===== src/ecs_pkg.sv =====
// Constants and register map of the check-bit generator controller
package ecs_pkg;
   // ****************************************************************
   // Bus widths
   // ****************************************************************
   localparam int DATA_W   = 32;
   localparam int CHECK_W  = 7;
   localparam int ADDR_W   = 4;
   localparam int REG_W    = 32;

   // ****************************************************************
   // Register addresses (word addresses on the plain port)
   // ****************************************************************
   localparam logic [ADDR_W-1:0] ADDR_CTRL     = 4'h0;
   localparam logic [ADDR_W-1:0] ADDR_DATA     = 4'h1;
   localparam logic [ADDR_W-1:0] ADDR_CHECK_WR = 4'h2;
   localparam logic [ADDR_W-1:0] ADDR_STATUS   = 4'h3;
   localparam logic [ADDR_W-1:0] ADDR_CHECK_RD = 4'h4;
   localparam logic [ADDR_W-1:0] ADDR_IRQ_STAT = 4'h5;
   localparam logic [ADDR_W-1:0] ADDR_IRQ_MASK = 4'h6;

   // ****************************************************************
   // Field positions
   // ****************************************************************
   localparam int CTRL_OP_LSB   = 0;
   localparam int CTRL_OP_W     = 3;
   localparam int CTRL_START    = 8;
   localparam int STAT_BUSY     = 0;
   localparam int STAT_SINGLE   = 1;
   localparam int STAT_DOUBLE   = 2;
   localparam int IRQ_DONE      = 0;
   localparam int IRQ_SINGLE    = 1;
   localparam int IRQ_DOUBLE    = 2;
   localparam int IRQ_W         = 3;

   // ****************************************************************
   // Operation codes written to the control register
   // ****************************************************************
   localparam logic [CTRL_OP_W-1:0] OP_GEN_CHECK  = 3'h0;
   localparam logic [CTRL_OP_W-1:0] OP_READ_FLAG  = 3'h1;
   localparam logic [CTRL_OP_W-1:0] OP_LATCH      = 3'h2;
   localparam logic [CTRL_OP_W-1:0] OP_SYNDROME   = 3'h3;
   localparam logic [CTRL_OP_W-1:0] OP_DIAG_OUT   = 3'h4;

   // ****************************************************************
   // Reset values
   // ****************************************************************
   localparam logic [DATA_W-1:0]  DATA_RST  = 32'h0000_0000;
   localparam logic [CHECK_W-1:0] CHECK_RST = 7'h00;
   localparam logic [IRQ_W-1:0]   IRQ_RST   = 3'h0;

   // ****************************************************************
   // Timing: worst device delay to a flag, rounded up to cycles
   // ****************************************************************
   localparam int CLK_PERIOD_NS = 10;
   localparam int SETTLE_NS     = 26;
   localparam int SETTLE_CYC    = (SETTLE_NS + CLK_PERIOD_NS - 1) / CLK_PERIOD_NS;
   localparam int SYNC_STAGES   = 2;
   localparam int WAIT_CYC      = SETTLE_CYC + SYNC_STAGES + 1;
endpackage : ecs_pkg


===== src/ecs_ctrl.sv =====
// Controller that drives an external check-bit/syndrome generator
`timescale 1ns/100ps

// Summary of operation
// - Check bus direction alternates by mode
// - Write: selects low, direction low
// - Read-flag: high, low, direction high
// - Latch: selects high, direction high
// - Syndrome out: selects high, direction low
module ecs_ctrl
(
   // Clock and reset
   input  wire logic                          ref_clk_i,
   input  wire logic                          rst_i,
   // Software register port
   input  wire logic [ecs_pkg::ADDR_W-1:0]    reg_addr_i,
   input  wire logic [ecs_pkg::REG_W-1:0]     reg_wdata_i,
   input  wire logic                          reg_wr_i,
   input  wire logic                          reg_rd_i,
   output logic      [ecs_pkg::REG_W-1:0]     reg_rdata_o,
   // Interrupt
   output logic                               irq_o,
   // Device data and mode pins
   output logic      [ecs_pkg::DATA_W-1:0]    protected_data_word_o,
   output logic                               mode_select_low_o,
   output logic                               mode_select_high_o,
   output logic                               bus_drive_select_o,
   // Device check/syndrome bus, two-way
   input  wire logic [ecs_pkg::CHECK_W-1:0]   check_syndrome_bus_i,
   output logic      [ecs_pkg::CHECK_W-1:0]   check_syndrome_bus_o,
   output logic                               check_syndrome_bus_oe_o,
   // Device error flags
   input  wire logic                          single_error_indicator_i,
   input  wire logic                          double_error_indicator_i
);
   import ecs_pkg::*;

   // ****************************************************************
   // Declarations
   // ****************************************************************
   typedef enum logic [2:0] {ST_IDLE, ST_TURN, ST_WAIT, ST_DONE} ecs_state_t;

   ecs_state_t           state_ff;
   ecs_state_t           nxt_state;
   logic [CTRL_OP_W-1:0] op_ff;
   logic [DATA_W-1:0]    data_ff;
   logic [CHECK_W-1:0]   check_wr_ff;
   logic [CHECK_W-1:0]   check_rd_ff;
   logic                 single_ff;
   logic                 double_ff;
   logic [IRQ_W-1:0]     irq_stat_ff;
   logic [IRQ_W-1:0]     irq_mask_ff;
   logic [REG_W-1:0]     rdata_ff;
   logic                 sel_low_ff;
   logic                 sel_high_ff;
   logic                 dir_ff;
   logic                 oe_ff;
   logic [CHECK_W-1:0]   check_sync;
   logic [1:0]           flag_sync;
   logic                 timer_done;
   logic                 op_legal;
   logic                 start_req;
   logic                 flags_valid;
   logic                 nxt_low;
   logic                 nxt_high;
   logic                 nxt_dir;
   logic [IRQ_W-1:0]     irq_set;

   // ****************************************************************
   // Pin input synchronisers and settle timer
   // ****************************************************************
   ecs_sync #(.WIDTH(CHECK_W)) u_sync_check (
      .ref_clk_i (ref_clk_i),
      .rst_i     (rst_i),
      .async_i   (check_syndrome_bus_i),
      .sync_o    (check_sync)
   );

   ecs_sync #(.WIDTH(2)) u_sync_flag (
      .ref_clk_i (ref_clk_i),
      .rst_i     (rst_i),
      .async_i   ({double_error_indicator_i, single_error_indicator_i}),
      .sync_o    (flag_sync)
   );

   ecs_timer #(.COUNT(WAIT_CYC), .CNT_W(4)) u_timer (
      .ref_clk_i (ref_clk_i),
      .rst_i     (rst_i),
      .start_i   (state_ff == ST_TURN),
      .done_o    (timer_done)
   );

   // ****************************************************************
   // Operation decode
   // ****************************************************************
   always_comb begin
      op_legal = 1'b1;
      nxt_low  = 1'b0;
      nxt_high = 1'b1;
      nxt_dir  = 1'b1;
      unique case (reg_wdata_i[CTRL_OP_LSB +: CTRL_OP_W])
         OP_GEN_CHECK: begin
            nxt_high = 1'b0;
            nxt_dir  = 1'b0;
         end
         OP_READ_FLAG: begin
            nxt_dir = 1'b1;
         end
         // latch check bits, also diagnostic word in
         OP_LATCH: begin
            nxt_low = 1'b1;
         end
         OP_SYNDROME: begin
            nxt_low = 1'b1;
            nxt_dir = 1'b0;
         end
         OP_DIAG_OUT: begin
            nxt_low  = 1'b1;
            nxt_high = 1'b0;
            nxt_dir  = 1'b0;
         end
         default: begin
            op_legal = 1'b0;
         end
      endcase
   end

   // Busy or illegal starts are dropped; software polls the busy bit
   assign start_req = reg_wr_i && (reg_addr_i == ADDR_CTRL) && reg_wdata_i[CTRL_START]
                      && op_legal && (state_ff == ST_IDLE);

   // ****************************************************************
   // Sequencer
   // ****************************************************************
   always_comb begin
      nxt_state = state_ff;
      unique case (state_ff)
         ST_IDLE: begin
            if (start_req) begin
               nxt_state = ST_TURN;
            end
         end
         ST_TURN: begin
            nxt_state = ST_WAIT;
         end
         ST_WAIT: begin
            if (timer_done) begin
               nxt_state = ST_DONE;
            end
         end
         ST_DONE: begin
            nxt_state = ST_IDLE;
         end
      endcase
   end

   always_ff @(posedge ref_clk_i or posedge rst_i) begin
      if (rst_i) begin
         state_ff <= ST_IDLE;
      end else begin
         state_ff <= nxt_state;
      end
   end

   always_ff @(posedge ref_clk_i or posedge rst_i) begin
      if (rst_i) begin
         op_ff <= OP_READ_FLAG;
      end else if (start_req) begin
         op_ff <= reg_wdata_i[CTRL_OP_LSB +: CTRL_OP_W];
      end
   end

   // ****************************************************************
   // Mode pins; idle parks the device with its bus released
   // ****************************************************************
   always_ff @(posedge ref_clk_i or posedge rst_i) begin
      if (rst_i) begin
         sel_low_ff  <= 1'b0;
         sel_high_ff <= 1'b1;
         dir_ff      <= 1'b1;
      end else if (start_req) begin
         sel_low_ff  <= nxt_low;
         sel_high_ff <= nxt_high;
         dir_ff      <= nxt_dir;
      end else if (state_ff == ST_DONE) begin
         sel_low_ff  <= 1'b0;
         sel_high_ff <= 1'b1;
         dir_ff      <= 1'b1;
      end
   end

   // ****************************************************************
   // Check bus drive; one dead cycle on each turn avoids contention
   // ****************************************************************
   always_ff @(posedge ref_clk_i or posedge rst_i) begin
      if (rst_i) begin
         oe_ff <= 1'b0;
      end else if (state_ff == ST_TURN) begin
         oe_ff <= dir_ff;
      end else if (state_ff != ST_WAIT) begin
         oe_ff <= 1'b0;
      end
   end

   // ****************************************************************
   // Result capture
   // ****************************************************************
   // Flags mean nothing during check generation, where both sit high
   assign flags_valid = (op_ff != OP_GEN_CHECK);

   always_ff @(posedge ref_clk_i or posedge rst_i) begin
      if (rst_i) begin
         check_rd_ff <= CHECK_RST;
         single_ff   <= 1'b0;
         double_ff   <= 1'b0;
      end else if ((state_ff == ST_WAIT) && timer_done) begin
         // generated, syndrome or latched bits read back
         check_rd_ff <= check_sync;
         single_ff   <= flags_valid & flag_sync[0];
         double_ff   <= flags_valid & flag_sync[1];
      end
   end

   // ****************************************************************
   // Software registers
   // ****************************************************************
   always_ff @(posedge ref_clk_i or posedge rst_i) begin
      if (rst_i) begin
         data_ff     <= DATA_RST;
         check_wr_ff <= CHECK_RST;
         irq_mask_ff <= IRQ_RST;
      end else if (reg_wr_i) begin
         if (reg_addr_i == ADDR_DATA && state_ff == ST_IDLE) begin
            data_ff <= reg_wdata_i[DATA_W-1:0];
         end
         if (reg_addr_i == ADDR_CHECK_WR && state_ff == ST_IDLE) begin
            check_wr_ff <= reg_wdata_i[CHECK_W-1:0];
         end
         if (reg_addr_i == ADDR_IRQ_MASK) begin
            irq_mask_ff <= reg_wdata_i[IRQ_W-1:0];
         end
      end
   end

   // ****************************************************************
   // Interrupt status; a new event wins over a clear
   // ****************************************************************
   always_comb begin
      irq_set             = IRQ_RST;
      irq_set[IRQ_DONE]   = (state_ff == ST_DONE);
      irq_set[IRQ_SINGLE] = (state_ff == ST_DONE) & single_ff;
      irq_set[IRQ_DOUBLE] = (state_ff == ST_DONE) & double_ff;
   end

   always_ff @(posedge ref_clk_i or posedge rst_i) begin
      if (rst_i) begin
         irq_stat_ff <= IRQ_RST;
      end else if (reg_wr_i && reg_addr_i == ADDR_IRQ_STAT) begin
         irq_stat_ff <= (irq_stat_ff & ~reg_wdata_i[IRQ_W-1:0]) | irq_set;
      end else begin
         irq_stat_ff <= irq_stat_ff | irq_set;
      end
   end

   // ****************************************************************
   // Read port: data stand for one cycle only
   // ****************************************************************
   always_ff @(posedge ref_clk_i or posedge rst_i) begin
      if (rst_i) begin
         rdata_ff <= '0;
      end else if (reg_rd_i) begin
         unique case (reg_addr_i)
            ADDR_CTRL:     rdata_ff <= REG_W'(op_ff);
            ADDR_DATA:     rdata_ff <= REG_W'(data_ff);
            ADDR_CHECK_WR: rdata_ff <= REG_W'(check_wr_ff);
            ADDR_STATUS:   rdata_ff <= REG_W'({double_ff, single_ff, state_ff != ST_IDLE});
            ADDR_CHECK_RD: rdata_ff <= REG_W'(check_rd_ff);
            ADDR_IRQ_STAT: rdata_ff <= REG_W'(irq_stat_ff);
            ADDR_IRQ_MASK: rdata_ff <= REG_W'(irq_mask_ff);
            default:       rdata_ff <= '0;
         endcase
      end else begin
         rdata_ff <= '0;
      end
   end

   // ****************************************************************
   // Outputs
   // ****************************************************************
   assign reg_rdata_o             = rdata_ff;
   assign irq_o                   = |(irq_stat_ff & irq_mask_ff);
   assign protected_data_word_o   = data_ff;
   assign mode_select_low_o       = sel_low_ff;
   assign mode_select_high_o      = sel_high_ff;
   assign bus_drive_select_o      = dir_ff;
   assign check_syndrome_bus_o    = check_wr_ff;
   assign check_syndrome_bus_oe_o = oe_ff;
endmodule // ecs_ctrl


===== src/ecs_sync.sv =====
// Two-flop synchroniser for pin inputs
`timescale 1ns/100ps
module ecs_sync #(
   parameter int WIDTH = 1
) (
   // Clock and reset
   input  wire logic             ref_clk_i,
   input  wire logic             rst_i,
   // Data
   input  wire logic [WIDTH-1:0] async_i,
   output logic      [WIDTH-1:0] sync_o
);
   logic [WIDTH-1:0] meta_ff;
   logic [WIDTH-1:0] sync_ff;

   initial begin
      if (WIDTH < 1) begin
         $error("ecs_sync: WIDTH must be at least 1");
      end
   end

   always_ff @(posedge ref_clk_i or posedge rst_i) begin
      if (rst_i) begin
         meta_ff <= '0;
         sync_ff <= '0;
      end else begin
         meta_ff <= async_i;
         sync_ff <= meta_ff;
      end
   end

   assign sync_o = sync_ff;
endmodule // ecs_sync


===== src/ecs_timer.sv =====
// One-shot settle timer: done pulses COUNT cycles after start
`timescale 1ns/100ps
module ecs_timer #(
   parameter int COUNT = 6,
   parameter int CNT_W = 4
) (
   // Clock and reset
   input  wire logic ref_clk_i,
   input  wire logic rst_i,
   // Control
   input  wire logic start_i,
   output logic      done_o
);
   logic [CNT_W-1:0] cnt_ff;

   initial begin
      if (COUNT < 1 || COUNT >= (1 << CNT_W)) begin
         $error("ecs_timer: COUNT does not fit CNT_W");
      end
   end

   always_ff @(posedge ref_clk_i or posedge rst_i) begin
      if (rst_i) begin
         cnt_ff <= '0;
      end else if (start_i) begin
         cnt_ff <= CNT_W'(COUNT);
      end else if (cnt_ff != '0) begin
         cnt_ff <= cnt_ff - 1'b1;
      end
   end

   assign done_o = (cnt_ff == CNT_W'(1));
endmodule // ecs_timer


===== config.mk =====
export PLATFORM = sky130hd
export DESIGN_NAME = ecs_ctrl
export DESIGN_NICKNAME = d
export VERILOG_FILES = /design/src/ecs_pkg.sv /design/src/ecs_ctrl.sv /design/src/ecs_sync.sv /design/src/ecs_timer.sv
export SDC_FILE = /design/constraint.sdc
export NUM_CORES = 1
export LEC_CHECK = 0
export BUFFER_PORTS_ARGS = -buffer_cell sky130_fd_sc_hd__buf_2
export CORE_MARGIN = 8
export CORE_UTILIZATION = 27
export CTS_CLUSTER_SIZE = 12
export DETAILED_ROUTE_END_ITERATION = 8
export GPL_TIMING_DRIVEN = 1
export PLACE_DENSITY = 0.54
export SETUP_SLACK_MARGIN = 0.2
export SYNTH_ARGS = -nofsm -noshare
export SYNTH_HDL_FRONTEND = slang
export SYNTH_HIERARCHICAL = 1
export SYNTH_SLANG_ARGS = --single-unit

===== constraint.sdc =====
create_clock -name ref_clk_i -period 4.67 [get_ports ref_clk_i]
set_input_delay 0.934 -clock ref_clk_i [delete_from_list [all_inputs] [get_ports ref_clk_i]]
set_output_delay 0.934 -clock ref_clk_i [all_outputs]
set_load 0.05 [all_outputs]

==> results of run 1 <==
registers in the layout, indices dropped and copies added, names as in the netlist:
| name | count |
|---|---|
| op_ff | 3 |
| reg_rdata_o | 32 |
| u_timer/cnt_ff | 4 |
| mode_select_low_o | 1 |
| irq_mask_ff | 3 |
| double_ff | 1 |
| protected_data_word_o | 32 |
| bus_drive_select_o | 1 |
| single_ff | 1 |
| check_rd_ff | 7 |
| u_sync_check/sync_o | 7 |
| state_ff | 2 |
| check_syndrome_bus_oe_o | 1 |
| u_sync_check/meta_ff | 7 |
| mode_select_high_o | 1 |
| u_sync_flag/meta_ff | 2 |
| check_syndrome_bus_o | 7 |
| u_sync_flag/sync_o | 2 |
| irq_stat_ff | 3 |
layout make-up:
cell class	instances	area share [%]
diodes	1	0.0408
clock buffers	19	7.39
clock inverters	13	2.00
inverters	10	0.653
multi-input cells	189	27.1
flip-flops and latches	117	47.8
well taps	225	4.59
repair buffers	126	10.4
power breakdown:
group / switching (µW) / internal, µW / leakage (µW)
Clock: 475 / 765 / 0.000273
Combinational: 915 / 451 / 0.00135
Sequential: 203 / 1270 / 0.00151
Total: 1590 / 2490 / 0.00313
metrics by stage:
step	hold slack, ns	setup WS [ns]	total power, µW	utilization [%]	cell area, µm²
floorplan	0.331	1.26	2500	-	4760
global placement	0.336	1.71	2840	32.2	5550
detailed placement	0.335	1.69	2880	32.2	5550
CTS	0.348	2.13	4140	35.5	6130
global route	0.359	2.03	4300	35.6	6130
finish	0.346	2.14	4080	35.6	6130
cell usage after synthesis, drive strengths merged, types with 5 or more instances:
cell type | number | share of area, %
a21oi | 6 | 0.63
a22oi | 8 | 1.3
and3 | 28 | 3.8
buf | 9 | 2.1
clkbuf | 7 | 0.55
dfrtp | 114 | 60
ha | 8 | 2.1
inv | 10 | 0.79
mux2 | 55 | 15
nand2 | 16 | 1.3
nor2 | 6 | 0.53
nor2b | 8 | 1.1
nor3 | 5 | 1.0
o21ai | 9 | 0.95
per-layer routing:
layer,global-route usage (%),vias to the layer above,routed length (µm)
met5,0,-,26
met4,6.06,4,328
met3,4.88,24,1020
met2,17.0,99,5460
met1,12.8,1517,4920
li1,-,1431,-
logic make-up after synthesis:
kind of cell	after synthesis	share of synthesized area [%]
multiplexers	58	16.1
buffers and inverters	26	3.47
flip-flops	117	61.6
adder cells (fa/ha/maj)	8	2.10
AND/OR/NAND/NOR	84	11.2
AO/OA/AOI/OAI	39	5.52
final timing paths:
kind / startpoint / end / cells after the start
max: reg_addr_i[1] / protected_data_word_o[30] / 6
min: u_sync_check/meta_ff[2] / u_sync_check/sync_o[2] / 0
max reg2reg: state_ff[0] / protected_data_word_o[30] / 4
min reg2reg: u_sync_check/meta_ff[2] / u_sync_check/sync_o[2] / 0
max in group asynchronous: rst_i / reg_rdata_o[14] / 3
min in group asynchronous: rst_i / u_sync_flag/meta_ff[1] / 2
==> reports/metrics.yaml, run 1 <==
outcome: "finished clean"
antenna_found_initial: 3
clk_path_buf_depth: 2
setup_tns_ns: 0
hold_path.class: "flop to flop"
grt_pass1_wl_um: 18600
synth-seq-area-share_pct: 61.6
seq_area_um2: 2930
cpLargestDelayFamily: "simple AND/OR/NAND/NOR gates"
fin_cells: 700
drive_above_1_share_pct: 44.1
placed_cells: 667
fin_crit_sh_pct: 54.2
num_rows: 48
drt-initial-drc-count: 109
crit_required_ns: 4.96
drcViolationCount: 0
drt_wl_total_um: 11800
powerDensity_nw_per_um2: 666
synth_area_um2: 4760
reg2reg_setup_slack_ns: 2.64
final_common_cell: "buf_2"
gp_congestion: 0.806
synth_cells: 332
final_max_slew_viol_count: 0
worstMarginPinSlew_ns: 0.822
ys_ff_latch: 117
setup_viol: 0
via_count: 3075
cp_max_fo: 32
syn_area_per_cell_um2: 14.3
start_util_pct: 27.6
finalClockSkew_ns: 0.00412
cts_tree: "built"
root_buffer: "clkbuf_16"
fillCellCount: 1696
first_pass_iters: 4
slowest_delay_ns: 0.67
crit_path_start_kind: "input pin"
hold_violations: 0
die_h_um: 149
async_flop_share_pct: 100
synth_edf_count: 0
ys_types: 45
nNetsFinal: 518
rsz0062_at_grt: "no"
vdd_ir_drop_max_mv: 0.257
hpwl_um: 8700
slew_headroom_pct: 45.0
leakagePower_uw: 0.00313
hold_buffers: 0
maxCapViolCount: 0
post_cts_buffers: 0
fin_crit_ns: 2.53
die_x_um: 149
grt_use_total_pct: 11.1
arrival_ns: 2.82
endpoint_kind: "flop"
grt_overflow: 0
portBuffers: 124
slowest_stage: "and3_4"
ctsResizeCount: 0
synth_nets: 389
pin_count: 125
clk_pin_slew_worst_paths_ns: 0.06
crit_buf_inv: 2
design.core.area_um2: 17200
ys.warnings.count: 6
cts_buffers: 17
synthFlopType: "dfrtp_1"
grt_pass1_vias: 3332
htreeDepth: 4
max_freq_mhz: 395
area_growth_pct: 28.8
viasPerCell: 4.39
cp_cell_sequence: "buf_2 > nand2b_1 > nor3_4 > buf_4 > and3_4 > mux2_1"
multi_input_area_um2: 1660
layout_common_cells: "124 x buf_2, 114 x dfrtp_1, 31 x mux2_4, 27 x and3_1, 17 x clkbuf_16"
critical_path_class: "input pin to flop"
grt_max_degree: 61
clock-sinks: 117
die_area_um2: 22100
detail-route-antenna-nets: 0
wl_per_cell_um: 16.8
clk_latency_ns: 0.41
(Power assumes the default switching activity.)
==> run 2: changes to the inputs <==
PLACE_DENSITY = 0.56   (was 0.54)
clock period = 2.1 ns   (was 4.67 ns; I/O delays follow)
==> reports/metrics.yaml, run 2 (same netlist as run 1, synthesis figures left out) <==
pin_count: 125
rr_worst_depth: 5
placed_area_um2: 5640
first_pass_iters: 4
post-route-util_pct: 36.5
crit_path_start_kind: "flop"
setup_tns_ns: 0
crit_required_ns: 2.38
powerDensity_nw_per_um2: 1490
grt_pass1_vias: 3340
endpoint_kind: "flop"
rr_startpoint: "state_ff[0]"
hold_path.class: "input pin to flop"
leakagePower_uw: 0.00321
fin_crit_sh_pct: 86.2
worstMarginPinSlew_ns: 0.547
grt_pass1_wl_um: 18400
fin_cells: 708
hpwl_um: 8860
clock-sinks: 117
fin_crit_ns: 1.81
fin_ws_ns: 0.289
cts_tree: "built"
placed_cells: 674
portBuffers: 124
max_freq_mhz: 552
dr_wl_met3_um: 865
fillCellCount: 1669
cp_max_fo: 32
critical_path_class: "flop to flop"
top_layer: "met4"
drt-initial-drc-count: 85
final_common_cell: "buf_2"
htreeDepth: 4
root_buffer: "clkbuf_16"
met2_wirelength_um: 5850
hold_violations: 0
clk_path_buf_depth: 2
wl_met1_um: 5010
grt_max_degree: 41
setup_viol: 0
antennaDiodeCount: 0
finalClockSkew_ns: 0.00613
startpoint: "state_ff[0]"
die_h_um: 149
viasPerCell: 4.43
slew_headroom_pct: 63.4
start_util_pct: 27.6
detail-route-antenna-nets: 0
rsz0062_at_grt: "no"
drt_wl_total_um: 11900
outcome: "finished clean"
area_growth_pct: 32.3
maxCapViolCount: 0
place_ws_ns: 0.183
wl_per_cell_um: 16.8
grt_overflow: 0
holdPathStages: 1
die_x_um: 149
stdcell_area_um2: 6290
gp_congestion: 0.813
final_max_slew_viol_count: 0
nNetsFinal: 527
drcViolationCount: 0
antenna_found_initial: 0
clk_latency_ns: 0.40
die_area_um2: 22100
reg2reg_setup_slack_ns: 0.29
cts_buffers: 17
layout_common_cells: "123 x buf_2, 114 x dfrtp_1, 31 x mux2_4, 27 x and3_1, 17 x clkbuf_16"
drive_above_1_share_pct: 44.9
design.core.area_um2: 17200
num_rows: 48
hold_path_startpoint: "check_syndrome_bus_i[4]"
vdd_ir_drop_max_mv: 0.603
arrival_ns: 2.09
via_count: 3136
grt_use_total_pct: 10.8
clk_pin_slew_worst_paths_ns: 0.05
[run 2: cell types whose count changed in the layout (fill, tap and decap cells not counted), moves of 2 or more]
cell	previous run	this run
buf_12	0	3
buf_4	2	7
bufinv_16	1	3
clkbuf_8	2	4
inv_6	4	1
[run 2: worst max-delay path, stage by stage, from the launching register on]
cell and delay, ns:
dfrtp_1 0.41, inv_1 0.12, ha_1 0.30, and3_4 0.24, buf_12 0.24, mux2_1 0.35
[run 2: final timing paths]
kind	endpoint
worst max-delay path	protected_data_word_o[30]
worst min-delay path	u_sync_check/meta_ff[4]
worst max register to register	protected_data_word_o[30]
worst min register to register	u_sync_check/sync_o[0]
max in group asynchronous	reg_rdata_o[20]
min in group asynchronous	u_sync_flag/sync_o[0]
[run 2: repair_timing]
action,CTS,global route
hold buffers,1,0
gates resized for setup,0,3
buffers inserted,0,1
setup endpoints to repair,0,1
endpoints found under the hold margin,8,0
[run 2: final cells by class]
type | instances | area (µm²) | area share, %
multi-input combinational | 189 | 1660 | 26.4
clock inverter | 11 | 148 | 2.35
timing repair buffer | 135 | 749 | 11.9
inverter | 10 | 41.3 | 0.656
clock buffer | 21 | 480 | 7.63
sequential | 117 | 2930 | 46.6
tap | 225 | 282 | 4.47
[run 2: per-layer routing]
layer | global-route usage, % | vias to the layer above
met5 | 0 | -
met4 | 4.64 | 0
met3 | 4.43 | 20
met2 | 17.5 | 88
met1 | 12.5 | 1576
li1 | - | 1452
[run 2: power by group]
group	internal, µW	switching, µW	total [µW]
sequential	2830	449	3280
clock	1990	1020	3010
combinational	1040	2070	3100
[run 2: per-stage QoR]
stage / power, µW / hold WS (ns)
floorplan: 5570 / 0.186
global placement: 6340 / 0.337
detailed placement: 6440 / 0.335
CTS: 9510 / 0.0961
global route: 9830 / 0.101
finish: 9400 / 0.123
==> run 3: changes to the inputs <==
CELL_PAD_IN_SITES_DETAIL_PLACEMENT = 0   (was default)
CELL_PAD_IN_SITES_GLOBAL_PLACEMENT = 1   (was default)
PLACE_DENSITY = 0.65   (was 0.56)
==> reports/metrics.yaml, run 3 (same netlist as run 1, synthesis figures left out) <==
fin_crit_ns: 1.84
root_buffer: "clkbuf_16"
die_area_um2: 22100
dr_wl_met3_um: 987
final_common_cell: "buf_2"
die_x_um: 149
grt_overflow: 0
reg2reg_setup_slack_ns: 0.30
num_rows: 48
drcViolationCount: 0
antenna_found_initial: 2
powerDensity_nw_per_um2: 1480
top_layer: "met5"
setup_viol: 0
endpoint_kind: "output pin"
clock-sinks: 117
met2_wirelength_um: 5910
cp_max_fo: 3
crit_required_ns: 1.68
htreeDepth: 4
setup_tns_ns: 0
clk_pin_slew_worst_paths_ns: 0.05
vdd_ir_drop_max_mv: 0.584
final_max_slew_viol_count: 0
rsz0062_at_grt: "yes"
viasPerCell: 4.39
area_growth_pct: 31.4
fillCellCount: 1678
maxCapViolCount: 0
drt_wl_total_um: 12100
detail-route-antenna-nets: 0
grt_pass1_wl_um: 18800
rr_startpoint: "state_ff[0]"
portBuffers: 124
finalClockSkew_ns: 0.00900
drive_above_1_share_pct: 44.4
holdPathStages: 1
gp_congestion: 0.775
wl_per_cell_um: 17.0
critical_path_class: "flop to output pin"
hpwl_um: 8640
grt_pass1_vias: 3410
clk_path_buf_depth: 2
r2r_end: "protected_data_word_o[30]"
layout_common_cells: "123 x buf_2, 114 x dfrtp_1, 31 x mux2_4, 27 x and3_1, 17 x clkbuf_16"
leakagePower_uw: 0.00320
wl_met1_um: 4990
first_pass_iters: 5
outcome: "finished clean"
hold_end: "u_sync_check/meta_ff[0]"
nNetsFinal: 527
slew_headroom_pct: 66.6
design.core.area_um2: 17200
worstMarginPinSlew_ns: 0.501
start_util_pct: 27.6
cts_tree: "built"
grt_use_total_pct: 11.2
rr_worst_depth: 5
die_h_um: 149
grt_max_degree: 96
drt-initial-drc-count: 97
crit_path_start_kind: "flop"
hold_path_startpoint: "check_syndrome_bus_i[0]"
via_count: 3105
fin_worst_hold_slack_ns: 0.118
pin_count: 125
hold_violations: 0
max_freq_mhz: 544
clk_latency_ns: 0.41
arrival_ns: 1.42
cts_buffers: 17
hold_path.class: "input pin to flop"
fin_crit_sh_pct: 87.6
==> run 3: cell count changes in the layout (fill, tap and decap cells not counted) <==
cell / previous run / this run
nor3b_1: 3 / 2
buf_4: 7 / 8
clkinv_2: 2 / 4
clkinvlp_4: 5 / 2
buf_12: 3 / 2
clkbuf_8: 4 / 2
clkbuf_1: 0 / 3
nor3b_2: 0 / 1
diode_2: 0 / 1
clkinv_4: 1 / 0
==> run 3: routing by layer <==
metal  up-vias  track usage [%]
li1       1458                -
met1      1534             12.6
met2        96             18.0
met3        15             5.49
met4         2             4.29
met5         -                0
==> run 3: how the worst max path moves through the flow <==
stage                            startpoint              to  slack, ns  depth (start not counted)
after detailed placement  u_timer/cnt_ff[1]  check_rd_ff[2]       0.20                          5
after floorplan               reg_addr_i[1]     state_ff[1]       0.45                          5
final                        irq_stat_ff[2]           irq_o       0.26                          3
after global routing         irq_stat_ff[2]           irq_o       0.20                          3
after global placement    u_timer/cnt_ff[1]  check_rd_ff[3]       0.25                          5
after CTS                    irq_mask_ff[2]           irq_o       0.20                          3
==> run 3: per-stage QoR <==
| step | total power [µW] | std cells | util [%] | worst slack [ns] | area, µm² |
|---|---|---|---|---|---|
| after floorplan | 5570 | 332 | - | 0.452 | 4760 |
| after global placement | 6320 | 674 | 32.7 | 0.247 | 5630 |
| after detailed placement | 6430 | 674 | 32.7 | 0.204 | 5630 |
| after CTS | 9380 | 706 | 36.2 | 0.198 | 6240 |
| after global routing | 9740 | 708 | 36.3 | 0.196 | 6250 |
| final | 9270 | 708 | 36.3 | 0.261 | 6250 |
==> run 3: worst max-delay path: stages (launching register included) <==
cell and delay, ns:
dfrtp_1 0.40, a222oi_1 0.36, inv_1 0.09, buf_6 0.16
==> run 3: repair_timing <==
item                       4_1_cts  5_1_grt
buffers inserted                 0        1
setup endpoints to repair        8        1
hold buffers                     1        0
gates resized for setup          2        1
pin swaps                        1        1
hold endpoints to repair         8        0
==> run 3: power by group <==
part	leakage, µW	internal (µW)	switching, µW
Sequential	0.00151	2830	466
Combinational	0.00140	1030	2050
Clock	0.000290	1920	976
==> run 3: cell type report <==
class	count	area (µm²)	share of cell area [%]
Multi-Input combinational cell	189	1670	26.7
Clock buffer	22	464	7.43
Inverter	10	41.3	0.661
Tap cell	225	282	4.50
Timing Repair Buffer	135	737	11.8
Clock inverter	9	126	2.02
Sequential cell	117	2930	46.9
Antenna cell	1	2.50	0.0400
